<file path="config.mk">
export PLATFORM = sky130hd
export DESIGN_NAME = return_and_rotate_carry_exec
export DESIGN_NICKNAME = d
export VERILOG_FILES = /design/src/rr_exec_pkg.sv /design/src/rr_exec_if.sv /design/src/return_and_rotate_carry_exec.sv /design/src/rr_decode.sv /design/src/rr_rotate.sv
export SDC_FILE = /design/constraint.sdc
export NUM_CORES = 1
export LEC_CHECK = 0
export ABC_AREA = 1
export BUFFER_PORTS_ARGS = -buffer_cell sky130_fd_sc_hd__buf_2
export CORE_MARGIN = 2
export CORE_UTILIZATION = 44
export DETAILED_ROUTE_END_ITERATION = 7
export PLACE_DENSITY = 0.78
export RECOVER_POWER = 50
export SLEW_MARGIN = 15
export SYNTH_ARGS = -nofsm -noshare
export SYNTH_HDL_FRONTEND = slang
export SYNTH_SLANG_ARGS = --single-unit
export TNS_END_PERCENT = 10
</file>
<file path="constraint.sdc">
create_clock -name clk_sys -period 1.7 [get_ports clk_sys]
set_input_delay 0.255 -clock clk_sys [delete_from_list [all_inputs] [get_ports clk_sys]]
set_output_delay 0.255 -clock clk_sys [all_outputs]
set_load 0.01 [all_outputs]
</file>
<file path="src/rr_exec_pkg.sv">
// Shared constants for the return and rotate-through-carry execution block
package rr_exec_pkg;
  localparam int WORD_W = 16;
  localparam int DATA_W = 8;
  localparam int BANK_W = 4;
  localparam int PC_W = 21;
  // Subroutine return: upper fifteen bits fixed, bit 0 is the shadow-restore flag
  localparam logic [14:0] RET_PATTERN = 15'h0009;
  localparam int RET_S_BIT = 0;
  // Rotate left through carry: opcode in bits 15:10
  localparam logic [5:0] RLC_OPCODE = 6'h0D;
  localparam int OPC_MSB = 15;
  localparam int OPC_LSB = 10;
  localparam int RLC_D_BIT = 9;
  localparam int RLC_A_BIT = 8;
  // Status flag positions
  localparam int ST_C = 0;
  localparam int ST_Z = 2;
  localparam int ST_N = 4;
  // Access bank: addresses below the split map to bank 0, the rest to the top bank
  localparam logic [7:0] ACCESS_SPLIT = 8'h80;
  localparam logic [3:0] ACCESS_LOW_BANK = 4'h0;
  localparam logic [3:0] ACCESS_HIGH_BANK = 4'hF;
  localparam logic [15:0] NOP_WORD = 16'h0000;
  localparam logic [7:0] ZERO_BYTE = 8'h00;
  localparam logic [20:0] PC_RESET = 21'h00_0000;
endpackage

</file>
<file path="src/rr_exec_if.sv">
// Decoded instruction fields passed from the decoder to the executer
`timescale 1ns/1ns
`default_nettype none
interface rr_exec_if;
  logic isReturn;
  logic restoreShadow;
  logic isRotate;
  logic toFile;
  logic useBank;
  logic [7:0] fileAddr;
  modport dec (output isReturn, output restoreShadow, output isRotate, output toFile, output useBank,
    output fileAddr);
  modport exe (input isReturn, input restoreShadow, input isRotate, input toFile, input useBank,
    input fileAddr);
endinterface
`default_nettype wire

</file>
<file path="src/return_and_rotate_carry_exec.sv">
// Execution unit for subroutine return and rotate-left-through-carry
//
// How it works
// - A return pops the stack and loads the popped top-of-stack value into the program counter.
// - A return with s set copies the three shadow registers into working, status and bank select.
// - A return with s clear leaves working, status and bank select untouched.
// - A return never writes the upper or high program counter latches.
// - The return is the word of eleven zero bits, then 1001, then s in bit 0.
// - The rotate shifts each bit up one place, bit 7 into carry and old carry into bit 0.
// - Rotate destination bit d clear writes working, d set writes back to the file register.
// - Access bit a clear uses the access bank, a set uses the bank select register.
// - The rotate updates carry, negative and zero and leaves the other status flags alone.
// - The rotate is opcode 001101, then d, then a, then an 8-bit file address.
`timescale 1ns/1ns
`default_nettype none
module return_and_rotate_carry_exec #(
  parameter int PC_W = rr_exec_pkg::PC_W
) (
  input wire logic clk_sys,
  input wire logic rst_n,
  input wire logic instrValid,
  input wire logic [15:0] instrWord,
  input wire logic [PC_W-1:0] topOfStackValue,
  input wire logic [7:0] fileReadData,
  input wire logic [7:0] workingShadow,
  input wire logic [7:0] statusShadow,
  input wire logic [3:0] bankSelectShadow,
  input wire logic [7:0] workingIn,
  input wire logic [7:0] statusIn,
  input wire logic [3:0] bankSelectIn,
  output logic [11:0] fileReadAddr,
  output logic stackPop,
  output logic pcLoad,
  output logic [PC_W-1:0] pcLoadValue,
  output logic flushFetch,
  output logic fileWrite,
  output logic [11:0] fileWriteAddr,
  output logic [7:0] fileWriteData,
  output logic workingWrite,
  output logic [7:0] workingOut,
  output logic statusWrite,
  output logic [7:0] statusOut,
  output logic bankSelectWrite,
  output logic [3:0] bankSelectOut,
  output logic busy
);
  typedef enum logic {ExecIdle, ExecRetNop} exec_state_t;

  rr_exec_if fields ();

  rr_decode u_decode (
    .instrWord(instrWord),
    .fields(fields)
  );

  // Effective file address: bank from a bit, used by both read and write
  function automatic logic [11:0] fileAddress(input logic useBank, input logic [3:0] bank_select_register, input logic [7:0] addr);
    logic [3:0] bank;
    bank = (addr < rr_exec_pkg::ACCESS_SPLIT) ? rr_exec_pkg::ACCESS_LOW_BANK : rr_exec_pkg::ACCESS_HIGH_BANK;
    if (useBank) begin
      bank = bank_select_register;
    end
    return {bank, addr};
  endfunction

  exec_state_t state_r;
  exec_state_t state_nxt;
  logic stackPop_r;
  logic pcLoad_r;
  logic [PC_W-1:0] pcLoadValue_r;
  logic flushFetch_r;
  logic fileWrite_r;
  logic [11:0] fileWriteAddr_r;
  logic [7:0] fileWriteData_r;
  logic workingWrite_r;
  logic [7:0] workingOut_r;
  logic statusWrite_r;
  logic [7:0] statusOut_r;
  logic bankSelectWrite_r;
  logic [3:0] bankSelectOut_r;
  logic busy_r;
  logic [7:0] statusMix;

  wire logic [7:0] rotResult;
  wire logic rotCarry;
  wire logic rotNeg;
  wire logic rotZero;
  wire logic doReturn;
  wire logic doRotate;
  wire logic doRestore;
  wire logic [11:0] effAddr;
  wire logic [7:0] rotStatus;

  // An instruction arriving in the refill cycle is the stale fetch and is dropped
  assign doReturn = instrValid && state_r == ExecIdle && fields.isReturn;
  assign doRotate = instrValid && state_r == ExecIdle && fields.isRotate;
  assign doRestore = doReturn && fields.restoreShadow;
  assign effAddr = fileAddress(fields.useBank, bankSelectIn, fields.fileAddr);

  rr_rotate u_rotate (
    .srcData(fileReadData),
    .carryIn(statusIn[rr_exec_pkg::ST_C]),
    .result(rotResult),
    .carryOut(rotCarry),
    .negFlag(rotNeg),
    .zeroFlag(rotZero)
  );

  // Only C, N and Z are replaced; the remaining status bits pass through
  always_comb begin
    statusMix = statusIn;
    statusMix[rr_exec_pkg::ST_C] = rotCarry;
    statusMix[rr_exec_pkg::ST_N] = rotNeg;
    statusMix[rr_exec_pkg::ST_Z] = rotZero;
  end
  assign rotStatus = statusMix;

  always_comb begin
    state_nxt = state_r;
    unique case (state_r)
      ExecIdle: begin
        if (doReturn) begin
          state_nxt = ExecRetNop;
        end
      end
      ExecRetNop: begin
        state_nxt = ExecIdle;
      end
    endcase
  end

  // Combinational read address so the file data is ready within the same instruction cycle
  assign fileReadAddr = effAddr;

  always_ff @(posedge clk_sys) begin
    if (!rst_n) begin
      state_r <= ExecIdle;
      busy_r <= 1'b0;
    end else begin
      state_r <= state_nxt;
      busy_r <= state_nxt == ExecRetNop;
    end
  end

  // Return side effects; the pc latches have no port here at all
  always_ff @(posedge clk_sys) begin
    if (!rst_n) begin
      stackPop_r <= 1'b0;
      pcLoad_r <= 1'b0;
      pcLoadValue_r <= '0;
      flushFetch_r <= 1'b0;
    end else begin
      stackPop_r <= doReturn;
      pcLoad_r <= doReturn;
      flushFetch_r <= doReturn;
      if (doReturn) begin
        pcLoadValue_r <= topOfStackValue;
      end
    end
  end

  // Rotate writes the destination chosen by d; return may restore shadows
  always_ff @(posedge clk_sys) begin
    if (!rst_n) begin
      fileWrite_r <= 1'b0;
      fileWriteAddr_r <= 12'h000;
      fileWriteData_r <= 8'h00;
      workingWrite_r <= 1'b0;
      workingOut_r <= 8'h00;
      statusWrite_r <= 1'b0;
      statusOut_r <= 8'h00;
      bankSelectWrite_r <= 1'b0;
      bankSelectOut_r <= 4'h0;
    end else begin
      fileWrite_r <= doRotate && fields.toFile;
      workingWrite_r <= (doRotate && !fields.toFile) || doRestore;
      statusWrite_r <= doRotate || doRestore;
      bankSelectWrite_r <= doRestore;
      if (doRotate) begin
        fileWriteAddr_r <= effAddr;
        fileWriteData_r <= rotResult;
        workingOut_r <= rotResult;
        statusOut_r <= rotStatus;
      end else if (doRestore) begin
        workingOut_r <= workingShadow;
        statusOut_r <= statusShadow;
        bankSelectOut_r <= bankSelectShadow;
      end
    end
  end

  assign stackPop = stackPop_r;
  assign pcLoad = pcLoad_r;
  assign pcLoadValue = pcLoadValue_r;
  assign flushFetch = flushFetch_r;
  assign fileWrite = fileWrite_r;
  assign fileWriteAddr = fileWriteAddr_r;
  assign fileWriteData = fileWriteData_r;
  assign workingWrite = workingWrite_r;
  assign workingOut = workingOut_r;
  assign statusWrite = statusWrite_r;
  assign statusOut = statusOut_r;
  assign bankSelectWrite = bankSelectWrite_r;
  assign bankSelectOut = bankSelectOut_r;
  assign busy = busy_r;
endmodule
`default_nettype wire

</file>
<file path="src/rr_decode.sv">
// Instruction word decoder for return and rotate-through-carry
`timescale 1ns/1ns
`default_nettype none
module rr_decode (
  input wire logic [15:0] instrWord,
  rr_exec_if.dec fields
);
  wire logic retMatch;
  wire logic rlcMatch;
  assign retMatch = instrWord[15:1] == rr_exec_pkg::RET_PATTERN;
  assign rlcMatch = instrWord[rr_exec_pkg::OPC_MSB:rr_exec_pkg::OPC_LSB] == rr_exec_pkg::RLC_OPCODE;
  assign fields.isReturn = retMatch;
  assign fields.restoreShadow = instrWord[rr_exec_pkg::RET_S_BIT];
  assign fields.isRotate = rlcMatch;
  assign fields.toFile = instrWord[rr_exec_pkg::RLC_D_BIT];
  assign fields.useBank = instrWord[rr_exec_pkg::RLC_A_BIT];
  assign fields.fileAddr = instrWord[7:0];
endmodule
`default_nettype wire

</file>
<file path="src/rr_rotate.sv">
// Rotate-left-through-carry datapath with flag results
`timescale 1ns/1ns
`default_nettype none
module rr_rotate (
  input wire logic [7:0] srcData,
  input wire logic carryIn,
  output logic [7:0] result,
  output logic carryOut,
  output logic negFlag,
  output logic zeroFlag
);
  assign result = {srcData[6:0], carryIn};
  assign carryOut = srcData[7];
  assign negFlag = result[7];
  assign zeroFlag = result == rr_exec_pkg::ZERO_BYTE;
endmodule
`default_nettype wire

</file>
### Yosys cells after proc, flatten, opt, wreduce, memory -nomap -nowiden

Index checks and enable logic that the tools add are counted.

| word-level totals | value |
|---|---|
| register bits after elaboration | 67 |
| latch bits | 0 |
| RAM bits | 0 |
| memory bits (read-only) | 0 |
| output and inout port bits | 81 |
| memories kept | 0 |

| cells by class | value |
|---|---|
| add/subtract/negate cells | 0 |
| multiply operators | 0 |
| divide/modulo/power cells | 0 |
| $lt $le $gt $ge | 1 |
| equality and inequality tests | 2 |
| shift operators | 0 |
| multiplexer cells | 8 |
| bitwise operators | 2 |
| reductions and logical operators | 12 |

Operators by type and width:

| cell | count |
|---|---|
| 8-bit 2-to-1 mux | 4 |
| 15-bit by 4-bit equality test with 1-bit output (second input constant) | 1 |
| 8-bit zero test | 1 |
| 8-bit < comparator (second input constant) | 1 |
| 4-bit 2-to-1 mux | 2 |
| 6-bit by 4-bit equality test with 1-bit output (second input constant) | 1 |
| 1-bit logical AND | 6 |
| 1-bit logical OR | 2 |
| 1-bit inverter | 2 |
| 1-bit one-hot mux with 2 select lines | 1 |
| 2-bit AND reduction | 1 |
| 2-bit nonzero test | 1 |
| 1-bit zero test | 1 |
| 1-bit 2-to-1 mux | 1 |

### Depth between registers and ports, before layout

Gate-level depths: netlist (run 1).

| depth | value |
|---|---|
| word-level depth | 6 |
| mapped depth | 10 |
| mapped depth without buffers | 9 |

### By module

Synthesis (run 1) repeated with hierarchy kept, for this count alone.

| unflattened totals | value |
|---|---|
| cells, all modules | 440 |
| area, all modules | 3,076.7 um^2 |

By module, submodules not included:

| module | times used | cells an instance | area an instance (um^2) | seq. area each (um^2) |
|---|---|---|---|---|
| return_and_rotate_carry_exec | 1 | 386 | 2,778.9 | 1,341.3 |
| rr_decode | 1 | 37 | 196.4 | 0.0 |
| rr_rotate | 1 | 17 | 101.3 | 0.0 |

### Worst setup path after synthesis (run 1)

OpenSTA, ideal clock, no wires.

| timing | value |
|---|---|
| kind | register to register |
| from | register, netlist name busy |
| to | register statusOut_r[6], in the netlist statusOut[6] |
| library setup time | 0.115 ns |
| arrival time | 1.132 ns |
| data required time | 1.585 ns |
| slack | 0.453 ns |
| stages on the path, launching flop included | 8 |
| period minus slack after synthesis | 1.247 ns |
| path through | dfxtp_1 > inv_1 > nand3_1 > nor2_4 > nand4_4 > buf_6 > a21oi_1 > nor2_1 |

RTL lines:

| item | RTL line | source |
|---|---|---|
| to (signal assigned) | return_and_rotate_carry_exec.sv:183 | `statusOut_r <= rotStatus;` |
| to (signal assigned) | return_and_rotate_carry_exec.sv:186 | `statusOut_r <= statusShadow;` |
| to (decl) | return_and_rotate_carry_exec.sv:78 | `logic [7:0] statusOut_r;` |

==> Flow_metrics.wiki, run 1 <==
{| class="wikitable"
! Metric !! Value
|-
| Die boundary height || 86.8 µm
|-
| Class of the tightest hold or removal check || in2reg
|-
| Flops & latches, synth || 67
|-
| Site row count || 30
|-
| Time the final worst path needs with I/O delays and setup || 1.47 ns
|-
| Drt drc || 0
|-
| I/O Pins || 169
|-
| Power density cells || 806 mW/mm²
|-
| Average cell area after synthesis || 7.08 µm²
|-
| Cell with the most instances after synthesis || sky130_fd_sc_hd__nand2_1
|-
| Maximum level of the CTS H-tree || 3
|-
| Final routed wire length divided by cell count || 12.0 µm
|-
| Buffers inserted during post-CTS setup optimization || 0
|-
| Number of nets in the synthesized netlist || 514
|-
| Largest clock skew in the final design || 0.00404 ns
|-
| Post-synth top cells || 92 x sky130_fd_sc_hd__nand2_1, 67 x sky130_fd_sc_hd__dfxtp_1, 57 x sky130_fd_sc_hd__a21oi_1, 56 x sky130_fd_sc_hd__inv_1, 51 x sky130_fd_sc_hd__nor2_1
|-
| Number of gates given a new drive strength after cts || 0
|-
| Sink count of the clock tree || 67
|-
| Die width || 86.8 µm
|-
| F_max || 683 MHz
|-
| Total CTS buffers || 9
|-
| Worst IR drop on VDD || 0.376 mV
|-
| Floorplan core area || 0.00672 mm²
|-
| Count of unique library cells instantiated by Yosys || 22
|-
| Number of enable flip-flop cells after synthesis || 0
|-
| Via count || 3081
|-
| Post-DP HPWL || 5.83 mm
|-
| Vias in the first global route || 2485
|-
| Top area cells in the synthesized netlist || sky130_fd_sc_hd__dfxtp_1 44%, sky130_fd_sc_hd__nand2_1 11%, sky130_fd_sc_hd__a21oi_1 9.5%
|-
| Detailed Routing Iterations Pass 1 || 4
|-
| Wire length of the first global-routing pass || 11.6 mm
|-
| Unrepaired setup endpoints after global routing || false
|-
| Rel. slew slack || 0.657
|-
| Maximum number of pins on one net before global-route repair || 46
|-
| Status || completed
|-
| CTS clk-pin slew, worst paths || 0.07 ns
|-
| Crit-path max FO || 45
|-
| Type of element launching the critical path || flop
|-
| I/O Buffers || 158
|-
| CTS tree || built
|-
| Final antenna-violating net count || 0
|-
| Synthesized area || 0.00302 mm²
|-
| Utilization after layout || 0.578
|-
| Primary FF master, synth || sky130_fd_sc_hd__dfxtp_1
|-
| Fraction of final layout cells sized beyond drive strength 1 || 0.230
|-
| Yosys synthesis warning count || 0
|-
| CP Data Arrival Time || 1.73 ns
|-
| Kind of capture point of the worst setup path || flop
|-
| Layout Area Growth over Synthesis || 28.7%
|-
| Endpoints failing setup || 0
|-
| Overall die area || 0.00753 mm²
|-
| Transition time at the pin with the least slew margin || 0.514 ns
|-
| Latest clock arrival within the worst-skew pair || 0.32 ns
|-
| Sum of negative setup slack || 0 ns
|-
| Post-synthesis instance total || 426
|-
| Nets || 658
|-
| Cell accounting for the most synthesized area || sky130_fd_sc_hd__dfxtp_1
|-
| Initial cell density of the core || 0.449
|-
| Share of the clock period used by the worst path after layout || 0.862
|-
| Hold Violations, Final || 0
|-
| Portion of synthesized cell area occupied by the leading cell type || 0.445
|-
| Sequential fraction of the synthesis area || 0.445
|-
| Iteration-0 DRC Markers || 44
|-
| DR vias/cell || 4.71
|-
| Master of the slowest instance on the critical path || sky130_fd_sc_hd__buf_4
|-
| Final wirelength || 7.83 mm
|-
| Root buffer cell || sky130_fd_sc_hd__clkbuf_8
|-
| Weighted congestion at the end of routability-driven global placement || 0.820
|-
| Reported leakage power || 1.92 nW
|-
| Worst Path Class, Setup || reg2reg
|-
| Number of max-capacitance violations reported || 0
|-
| Final-report max-slew violation count || 0
|-
| Cell with the most instances on the worst path || sky130_fd_sc_hd__nand2_1
|-
| Cell-by-cell trace of the critical path || inv_1 > nand2_1 > nor2_1 > nand2_2 > buf_4 > nand2_1 > nand2_1 > a21oi_1 > nor2_1
|-
| Share of synthesized flip-flops with an asynchronous set or reset || 0
|-
| Total routing resource utilization after global routing || 0.197
|-
| Grt total ovfl || 0
|-
| Maximum single-stage delay on the critical path || 0.43 ns
|-
| Required time of the critical path || 1.97 ns
|-
| Number of antenna violations at the first check in global routing || 0
|-
| Maximum clock insertion buffer count || 2
|-
| Hold_buf cts || 0
|-
| Count of antenna diodes in the layout || 0
|-
| Fill cell instance count of the final layout || 703
|}
## final cells by class
| type | instances | area, µm² | area share |
|---|---|---|---|
| tap | 80 | 100 | 0.0258 |
| multi-input combinational | 265 | 1240 | 0.320 |
| clock buffer | 13 | 159 | 0.0409 |
| clock inverter | 2 | 35.0 | 0.00903 |
| inverter | 61 | 229 | 0.0590 |
| timing repair buffer | 166 | 774 | 0.200 |
| sequential | 67 | 1340 | 0.346 |
## state kept, by name, summed over array words and instances (netlist names)
| signal | count |
|---|---|
| bankSelectOut | 4 |
| bankSelectWrite | 1 |
| busy | 1 |
| fileWrite | 1 |
| fileWriteAddr | 12 |
| fileWriteData | 8 |
| flushFetch | 1 |
| pcLoadValue | 21 |
| statusOut | 8 |
| statusWrite | 1 |
| workingOut | 8 |
| workingWrite | 1 |
## cells in the final DEF, fill, tap and decap left out, drive strengths merged
| cell | instances |
|---|---|
| a21oi | 57 |
| buf | 95 |
| bufinv | 1 |
| clkbuf | 84 |
| clkinv | 1 |
| dfxtp | 67 |
| inv | 61 |
| nand2 | 94 |
| nand3 | 21 |
| nand4 | 2 |
| nor2 | 55 |
| nor3 | 3 |
| o21ai | 33 |
## through the flow
stage / instance area (µm²) / total power, W / hold slack [ns] / std cells / setup WS [ns]
2_1_floorplan: 3020 / 0.00174 / 0.327 / 426 / 0.453
3_3_place_gp: 3780 / 0.00187 / 0.427 / 639 / 0.223
3_5_place_dp: 3780 / 0.00187 / 0.431 / 639 / 0.186
4_1_cts: 3970 / 0.00317 / 0.0746 / 654 / 0.203
5_1_grt: 3880 / 0.00326 / 0.0840 / 654 / 0.00462
6_report: 3880 / 0.00313 / 0.0962 / 654 / 0.235
## kinds of logic after synthesis
family,synth area share
AND/OR/NAND/NOR,0.263
buffers and inverters,0.144
AO/OA/AOI/OAI,0.149
flip-flops,0.445
## layer usage
metal / share of wire / wire length, µm / track usage / vias to the layer above
li1: - / - / - / 1602
met1: 0.44 / 3430 / 0.240 / 1343
met2: 0.46 / 3580 / 0.317 / 129
met3: 0.095 / 747 / 0.0733 / 7
met4: 0.0086 / 67 / 0.0710 / 0
met5: 0 / 0 / 0 / -
## critical path: cells and delay by family (launching register included)
family / cells / cell delay, ns
buffers and inverters: 2 / 0.48
AO/OA/AOI/OAI: 1 / 0.04
flip-flops: 1 / 0.32
AND/OR/NAND/NOR: 6 / 0.56
## final timing paths
kind / startpoint / endpoint / slack (ns) / cells past startpoint
worst max register to register: busy / workingOut[2] / 0.23 / 9
worst min register to register: pcLoadValue[8] / pcLoadValue[8] / 0.45 / 2
worst min-delay path: instrWord[9] / workingWrite / 0.1 / 2
worst max-delay path: busy / workingOut[2] / 0.23 / 9
## power breakdown
part           switching [W]  leakage, nW  internal, W
Combinational       0.000142         1.28     0.000111
Clock               0.000546       0.0995     0.000749
Sequential        0.00000277        0.540      0.00158
Total               0.000691         1.92      0.00244
No activity file was read; power rests on OpenSTA's default activity.
==> run 2, diff against run 1 <==
- CELL_PAD_IN_SITES_DETAIL_PLACEMENT: unset -> 1
- CELL_PAD_IN_SITES_GLOBAL_PLACEMENT: unset -> 1
- CORE_UTILIZATION: 44 -> 29
- PLACE_DENSITY: 0.78 -> 0.77
==> run 2 against run 1 <==
Net effect:
- global-route usage is 2.1 points lower
- sequential power hardly changed
- critical path depth shrank 2
- total power increased by 8.6%
- non-clock buffer count unchanged
- die area grew 49%
- via count is 3.7% higher
- highest routed layer unchanged
==> Flow_metrics.wiki, run 2 (synthesis gave the netlist of run 1 again) <==
{| class="wikitable"
! Metric !! Value
|-
| Status || completed (unchanged)
|-
| Number of gates given a new drive strength after cts || 0 (unchanged)
|-
| Root buffer cell || sky130_fd_sc_hd__clkbuf_8 (unchanged)
|-
| Iteration-0 DRC Markers || 61 (was 44)
|-
| Final wirelength || 9.80 mm (was 7.83 mm)
|-
| Grt total ovfl || 0 (unchanged)
|-
| I/O Pins || 169 (unchanged)
|-
| Post-DP HPWL || 7.58 mm (was 5.83 mm)
|-
| Post-layout instance count excluding filler cells || 711 (was 654)
|-
| Cell count after placement || 695 (was 639)
|-
| Kind of capture point of the worst setup path || flop (unchanged)
|-
| Maximum clock insertion buffer count || 2 (unchanged)
|-
| Maximum level of the CTS H-tree || 3 (unchanged)
|-
| Relative contribution of combinational cells to total power || 0.078 (was 0.081)
|-
| Largest clock skew in the final design || 0.00552 ns (was 0.00404 ns)
|-
| CTS tree || built (unchanged)
|-
| Share of the clock period used by the worst path after layout || 0.873 (was 0.862)
|-
| Final routed wire length divided by cell count || 13.8 µm (was 12.0 µm)
|-
| Rel. slew slack || 0.708 (was 0.657)
|-
| Floorplan core area || 0.0102 mm² (was 0.00672 mm²)
|-
| Net switching power figure || 0.000827 W (was 0.000691 W)
|-
| Latest clock arrival within the worst-skew pair || 0.34 ns (was 0.32 ns)
|-
| Buffers inserted during post-CTS setup optimization || 0 (unchanged)
|-
| Hold Violations, Final || 0 (unchanged)
|-
| Vias in the first global route || 3230 (was 2485)
|-
| Fill cell instance count of the final layout || 1376 (was 703)
|-
| Layout Area Growth over Synthesis || 33.0% (was 28.7%)
|-
| Worst IR drop on VDD || 0.452 mV (was 0.376 mV)
|-
| Class of the tightest hold or removal check || in2reg (unchanged)
|-
| Reported leakage power || 1.93 nW (was 1.92 nW)
|-
| Initial cell density of the core || 0.295 (was 0.449)
|-
| Overall die area || 0.0112 mm² (was 0.00753 mm²)
|-
| Via count || 3194 (was 3081)
|-
| Commonest cells after routing, fill and taps aside || 92 x sky130_fd_sc_hd__nand2_1, 84 x sky130_fd_sc_hd__buf_2, 74 x sky130_fd_sc_hd__clkbuf_1 (was 92 x sky130_fd_sc_hd__nand2_1, 87 x sky130_fd_sc_hd__buf_2, 73 x sky130_fd_sc_hd__clkbuf_1)
|-
| Time the final worst path needs with I/O delays and setup || 1.48 ns (was 1.47 ns)
|-
| Unrepaired setup endpoints after global routing || false (unchanged)
|-
| Detailed Routing Iterations Pass 1 || 4 (unchanged)
|-
| Transition time at the pin with the least slew margin || 0.437 ns (was 0.514 ns)
|-
| Type of element launching the critical path || flop (unchanged)
|-
| Crit-path max FO || 28 (was 45)
|-
| Final antenna-violating net count || 0 (unchanged)
|-
| Endpoints failing setup || 0 (unchanged)
|-
| Sink count of the clock tree || 67 (unchanged)
|-
| DR vias/cell || 4.49 (was 4.71)
|-
| Clock network fraction of total power || 0.457 (was 0.414)
|-
| Die boundary height || 106 µm (was 86.8 µm)
|-
| Power density cells || 846 mW/mm² (was 806 mW/mm²)
|-
| CTS clk-pin slew, worst paths || 0.08 ns (was 0.07 ns)
|-
| Drt drc || 0 (unchanged)
|-
| Hold_buf cts || 0 (unchanged)
|-
| I/O Buffers || 158 (unchanged)
|-
| Fraction of final layout cells sized beyond drive strength 1 || 0.230 (about the same)
|-
| Number of max-capacitance violations reported || 0 (unchanged)
|-
| Flip-flop count of the largest register after layout || 21 (unchanged)
|-
| Area of all sequential standard cells || 0.00134 mm² (unchanged)
|-
| Maximum number of pins on one net before global-route repair || 61 (was 46)
|-
| Switching power share of the total || 0.244 (was 0.221)
|-
| Wire length of the first global-routing pass || 15.6 mm (was 11.6 mm)
|-
| Count of antenna diodes in the layout || 0 (unchanged)
|-
| Required time of the critical path || 1.93 ns (was 1.97 ns)
|-
| Internal || 0.00257 W (was 0.00244 W)
|-
| Final-report max-slew violation count || 0 (unchanged)
|-
| Worst Hold Slack || 0.0754 ns (was 0.0962 ns)
|-
| Most common cell after layout, fill and taps aside || sky130_fd_sc_hd__nand2_1 (unchanged)
|-
| Worst Path Class, Setup || reg2reg (unchanged)
|-
| Total routing resource utilization after global routing || 0.175 (was 0.197)
|-
| Site row count || 37 (was 30)
|-
| CP Data Arrival Time || 1.72 ns (was 1.73 ns)
|-
| Die width || 106 µm (was 86.8 µm)
|-
| Number of antenna violations at the first check in global routing || 0 (unchanged)
|-
| Weighted congestion at the end of routability-driven global placement || 0.866 (was 0.820)
|-
| F_max || 674 MHz (was 683 MHz)
|-
| Nets || 658 (unchanged)
|-
| Total CTS buffers || 9 (unchanged)
|-
| Footprint of the multi-input gates || 0.00124 mm² (unchanged)
|-
| Relative contribution of sequential cells to total power || 0.464 (was 0.505)
|}
-- run 2: cell count changes in the layout (fill, tap and decap cells not counted), moves of 2 or more --
cell / change
sky130_fd_sc_hd__buf_12: +2
sky130_fd_sc_hd__buf_2: -3
sky130_fd_sc_hd__buf_4: -2
sky130_fd_sc_hd__clkinv_4: +2
sky130_fd_sc_hd__inv_6: +2
-- run 2: worst max-delay path: stages (launching register included) --
cell,delay [ns]
sky130_fd_sc_hd__dfxtp_1,0.32
sky130_fd_sc_hd__inv_1,0.07
sky130_fd_sc_hd__nand3_1,0.11
sky130_fd_sc_hd__nor2_4,0.17
sky130_fd_sc_hd__nand3_2,0.23
sky130_fd_sc_hd__buf_12,0.24
sky130_fd_sc_hd__o21ai_0,0.17
sky130_fd_sc_hd__a21oi_1,0.07
-- run 2: metal layers --
layer	vias up	track usage	share of wire
li1	1607	-	-
met1	1452	0.193	0.42
met2	124	0.318	0.48
met3	11	0.0576	0.080
met4	0	0.0545	0.015
met5	-	0	0
-- run 2: final timing paths --
check | endpoint | startpoint | cells past startpoint | slack, ns
min | workingWrite | instrWord[9] | 2 | 0.08
min reg2reg | pcLoadValue[9] | pcLoadValue[9] | 2 | 0.45
max reg2reg | pcLoadValue[13] | busy | 7 | 0.22
max | pcLoadValue[13] | busy | 7 | 0.22
-- run 2: stage by stage --
stage / setup TNS [ns] / total power (W) / instance area [µm²] / setup slack (ns) / util
2_1_floorplan: 0 / 0.00174 / 3020 / 0.453 / -
3_3_place_gp: 0 / 0.00188 / 3870 / 0.0702 / 0.378
3_5_place_dp: -0.0284 / 0.00189 / 3870 / -0.0164 / 0.378
4_1_cts: 0 / 0.00347 / 4100 / 0.195 / 0.401
5_1_grt: 0 / 0.00356 / 4010 / 0.0553 / 0.392
6_report: 0 / 0.00339 / 4010 / 0.216 / 0.392
-- run 2: power groups by stage --
stage	registers [W]	clock network [W]	logic, W
global route	0.00158	0.00169	0.000298
finish	0.00158	0.00155	0.000266
detailed placement	0.00161	0	0.000273
floorplan	0.00162	0	0.000122
global placement	0.00161	0	0.000266
CTS	0.00158	0.00161	0.000275
-- run 2: final cells by class --
cell class | count | share of cell area
Inverter | 61 | 0.0571
Tap cell | 136 | 0.0424
Multi-Input combinational cell | 265 | 0.310
Clock buffer | 10 | 0.0343
Sequential cell | 67 | 0.334
Clock inverter | 6 | 0.0237
Timing Repair Buffer | 166 | 0.198
==> run 3, diff against run 2 <==
- ABC_AREA: 1 -> unset
- CORE_UTILIZATION: 29 -> 30
==> run 3 against run 2 <==
Net effect:
- first-iteration DRC count grew 8.2%
- total power fell by 11%
- maximum frequency decreased by 9.2%
- wire length increased by 4.6%
- area after synthesis is 2.5% lower
- synthesized cell count down 17%
- sequential cell count stayed put
- clock skew barely moved
- die area is 5.5% lower
- sequential share of layout area is 0.22 points lower
- critical path type unchanged
- clock power is 27% lower
- critical path depth decreased by 2
==> Flow_metrics.wiki, run 3 <==
{| class="wikitable"
! Metric !! Value
|-
| Status || completed (unchanged)
|-
| Total routing resource utilization after global routing || 0.193 (was 0.175)
|-
| Total power after layout || 0.00301 W (was 0.00339 W)
|-
| Site row count || 36 (was 37)
|-
| Maximum number of pins on one net before global-route repair || 61 (unchanged)
|-
| Reported leakage power || 1.69 nW (was 1.93 nW)
|-
| I/O Buffers || 158 (unchanged)
|-
| Average cell area after synthesis || 8.36 µm² (was 7.08 µm²)
|-
| Final WS setup || 0.0653 ns (was 0.216 ns)
|-
| Sequential fraction of the synthesis area || 0.456 (was 0.445)
|-
| Latest clock arrival within the worst-skew pair || 0.34 ns (about the same)
|-
| Kind of capture point of the worst setup path || flop (unchanged)
|-
| Class of the tightest hold or removal check || in2reg (unchanged)
|-
| Power density cells || 744 mW/mm² (was 846 mW/mm²)
|-
| Endpoints failing setup || 0 (unchanged)
|-
| Transition time at the pin with the least slew margin || 0.344 ns (was 0.437 ns)
|-
| Required time of the critical path || 1.97 ns (was 1.93 ns)
|-
| Buffers inserted during post-CTS setup optimization || 0 (unchanged)
|-
| CTS tree || built (unchanged)
|-
| CTS clk-pin slew, worst paths || 0.07 ns (was 0.08 ns)
|-
| Layout Area Growth over Synthesis || 37.4% (was 33.0%)
|-
| Primary FF master, synth || sky130_fd_sc_hd__dfxtp_1 (unchanged)
|-
| Final design instance area without fill || 0.00404 mm² (was 0.00401 mm²)
|-
| Worst Path Class, Setup || reg2reg (unchanged)
|-
| Number of max-capacitance violations reported || 0 (unchanged)
|-
| Type of element launching the critical path || flop (unchanged)
|-
| Post-layout instance count excluding filler cells || 639 (was 711)
|-
| FF-to-FF Start || busy (unchanged)
|-
| Most common cell after layout, fill and taps aside || sky130_fd_sc_hd__buf_2 (was sky130_fd_sc_hd__nand2_1)
|-
| Iteration-0 DRC Markers || 66 (was 61)
|-
| Die boundary height || 103 µm (was 106 µm)
|-
| Hold_buf cts || 0 (unchanged)
|-
| Total CTS buffers || 9 (unchanged)
|-
| Share of synthesized flip-flops with an asynchronous set or reset || 0 (unchanged)
|-
| Cell with the most instances after synthesis || sky130_fd_sc_hd__dfxtp_1 (was sky130_fd_sc_hd__nand2_1)
|-
| Largest clock skew in the final design || 0.00539 ns (was 0.00552 ns)
|-
| Count of antenna diodes in the layout || 0 (unchanged)
|-
| Vias in the first global route || 3196 (was 3230)
|-
| Number of antenna violations at the first check in global routing || 0 (unchanged)
|-
| Time the final worst path needs with I/O delays and setup || 1.63 ns (was 1.48 ns)
|-
| Setup slack at placement || -0.124 ns (was -0.0164 ns)
|-
| Share of the clock period used by the worst path after layout || 0.962 (was 0.873)
|-
| Sink count of the clock tree || 67 (unchanged)
|-
| Number of nets in the synthesized netlist || 440 (was 514)
|-
| Utilization after layout || 0.419 (was 0.392)
|-
| Maximum clock insertion buffer count || 2 (unchanged)
|-
| Unrepaired setup endpoints after global routing || true (was false)
|-
| Initial cell density of the core || 0.305 (was 0.295)
|-
| Weighted congestion at the end of routability-driven global placement || 0.773 (was 0.866)
|-
| Root buffer cell || sky130_fd_sc_hd__clkbuf_8 (unchanged)
|-
| CP Data Arrival Time || 1.90 ns (was 1.72 ns)
|-
| Final antenna-violating net count || 0 (unchanged)
|-
| Flip-flop count of the largest register after layout || 21 (unchanged)
|-
| Commonest cells after routing, fill and taps aside || 90 x sky130_fd_sc_hd__buf_2, 70 x sky130_fd_sc_hd__clkbuf_1, 66 x sky130_fd_sc_hd__dfxtp_1 (was 92 x sky130_fd_sc_hd__nand2_1, 84 x sky130_fd_sc_hd__buf_2, 74 x sky130_fd_sc_hd__clkbuf_1)
|-
| Grt total ovfl || 0 (unchanged)
|-
| Cell count after placement || 624 (was 695)
|-
| Overall die area || 0.0106 mm² (was 0.0112 mm²)
|-
| I/O Pins || 169 (unchanged)
|-
| Final wirelength || 10.3 mm (was 9.80 mm)
|-
| Wire length of the first global-routing pass || 15.8 mm (was 15.6 mm)
|-
| DR vias/cell || 5.00 (was 4.49)
|-
| Synthesized area || 0.00294 mm² (was 0.00302 mm²)
|-
| Post-synthesis instance total || 352 (was 426)
|-
| Hold Violations, Final || 0 (unchanged)
|-
| Drt drc || 0 (unchanged)
|-
| F_max || 612 MHz (was 674 MHz)
|-
| Post-synth top cells || 67 x sky130_fd_sc_hd__dfxtp_1, 56 x sky130_fd_sc_hd__nand2_1, 46 x sky130_fd_sc_hd__a21oi_1, 29 x sky130_fd_sc_hd__o21ai_1, 22 x sky130_fd_sc_hd__nand3_1 (was 92 x sky130_fd_sc_hd__nand2_1, 67 x sky130_fd_sc_hd__dfxtp_1, 57 x sky130_fd_sc_hd__a21oi_1, 56 x sky130_fd_sc_hd__inv_1, 51 x sky130_fd_sc_hd__nor2_1)
|-
| Worst IR drop on VDD || 0.265 mV (was 0.452 mV)
|-
| Final-report max-slew violation count || 0 (unchanged)
|-
| Final routed wire length divided by cell count || 16.0 µm (was 13.8 µm)
|-
| Count of unique library cells instantiated by Yosys || 34 (was 22)
|-
| Floorplan core area || 0.00964 mm² (was 0.0102 mm²)
|-
| Via count || 3197 (was 3194)
|-
| Rel. slew slack || 0.768 (was 0.708)
|-
| Crit path launch || busy (unchanged)
|-
| Cell accounting for the most synthesized area || sky130_fd_sc_hd__dfxtp_1 (unchanged)
|-
| Crit-path max FO || 25 (was 28)
|-
| Die width || 103 µm (was 106 µm)
|-
| Yosys synthesis warning count || 0 (unchanged)
|-
| Master of the slowest instance on the critical path || sky130_fd_sc_hd__or4b_4 (was sky130_fd_sc_hd__dfxtp_1)
|-
| Cell-by-cell trace of the critical path || or4b_4 > nor2_4 > buf_12 > nand4_1 > a21oi_2 (was inv_1 > nand3_1 > nor2_4 > nand3_2 > buf_12 > o21ai_0 > a21oi_1)
|-
| Maximum level of the CTS H-tree || 3 (unchanged)
|-
| Number of enable flip-flop cells after synthesis || 0 (unchanged)
|-
| Fill cell instance count of the final layout || 1281 (was 1376)
|-
| Maximum single-stage delay on the critical path || 0.55 ns (was 0.32 ns)
|-
| Flops & latches, synth || 67 (unchanged)
|-
| Fraction of final layout cells sized beyond drive strength 1 || 0.269 (was 0.230)
|-
| Detailed Routing Iterations Pass 1 || 4 (unchanged)
|-
| Top area cells in the synthesized netlist || sky130_fd_sc_hd__dfxtp_1 46%, sky130_fd_sc_hd__a21oi_1 7.8%, sky130_fd_sc_hd__nand2_1 7.1% (was sky130_fd_sc_hd__dfxtp_1 44%, sky130_fd_sc_hd__nand2_1 11%, sky130_fd_sc_hd__a21oi_1 9.5%)
|-
| Nets || 590 (was 658)
|-
| Crit path buf inv count || 1 (was 2)
|-
| Cell area after placement || 0.00394 mm² (was 0.00387 mm²)
|-
| Post-DP HPWL || 7.43 mm (was 7.58 mm)
|-
| Worst min-delay path startpoint || instrWord[9] (unchanged)
|-
| Portion of synthesized cell area occupied by the leading cell type || 0.456 (was 0.445)
|-
| Largest delay share family, worst path || simple AND/OR/NAND/NOR gates (unchanged)
|}
==> run 3: cell types whose count changed after synthesis, sizes merged, moves of 12 or more <==
cell    before  now
a21o         0   13
clkbuf       8   20
nand4        2   17
nor2        55    3
inv         61    4
mux2i        0   16
nand2       94   56
==> run 3: final timing paths <==
path | to | slack [ns] | cells past startpoint
min reg2reg | fileWriteData[0] | 0.45 | 2
min | workingWrite | 0.13 | 2
max | bankSelectOut[3] | 0.07 | 5
max reg2reg | bankSelectOut[3] | 0.07 | 5
==> run 3: worst reg2reg max path: stages, from the launching register on <==
cell and delay (ns):
sky130_fd_sc_hd__dfxtp_2 0.34, sky130_fd_sc_hd__or4b_4 0.55, sky130_fd_sc_hd__nor2_4 0.19, sky130_fd_sc_hd__buf_12 0.19
sky130_fd_sc_hd__nand4_1 0.14, sky130_fd_sc_hd__a21oi_2 0.17
==> run 3: cell type report <==
type	instances	area, µm²	share of cell area
clock buffer	12	145	0.0359
clock inverter	3	15.0	0.00372
inverter	4	15.0	0.00372
multi-input combinational	241	1390	0.345
sequential	67	1340	0.332
tap	133	166	0.0412
timing repair buffer	179	963	0.238
==> run 3: layer usage <==
metal	routed length [µm]	part of all wire	vias to the layer above	global-route usage
li1	-	-	1538	-
met1	4390	0.43	1547	0.233
met2	5070	0.49	105	0.325
met3	703	0.069	7	0.0583
met4	83	0.0081	0	0.0729
met5	0	0	-	0
==> run 3: report_power, final <==
part	switching [W]	internal, W
Sequential	0.00000197	0.00157
Combinational	0.000167	0.000132
Clock	0.000579	0.000555
==> run 3: timing repair <==
item / 4_1_cts / 5_1_grt
setup endpoints to repair: 0 / 11
resized for setup: 0 / 6
endpoints found under the hold margin: 0 / 0
==> run 3: per-stage QoR <==
stage               hold WS [ns]  TNS, ns
floorplan                  0.334        0
global placement           0.437   -0.665
detailed placement         0.443    -1.17
CTS                        0.108        0
global route               0.109  -0.0720
finish                     0.128        0
==> run 3: cell families (layout without fill, tap and decap cells) <==
| group | count (synthesis) | after routing | share of synthesized area |
|---|---|---|---|
| AND/OR/NAND/NOR | 121 | 121 | 0.211 |
| multiplexers | 16 | 16 | 0.0544 |
| AO/OA/AOI/OAI | 104 | 104 | 0.199 |
| buffers and inverters | 44 | 198 | 0.0791 |
| flip-flops | 67 | 67 | 0.456 |
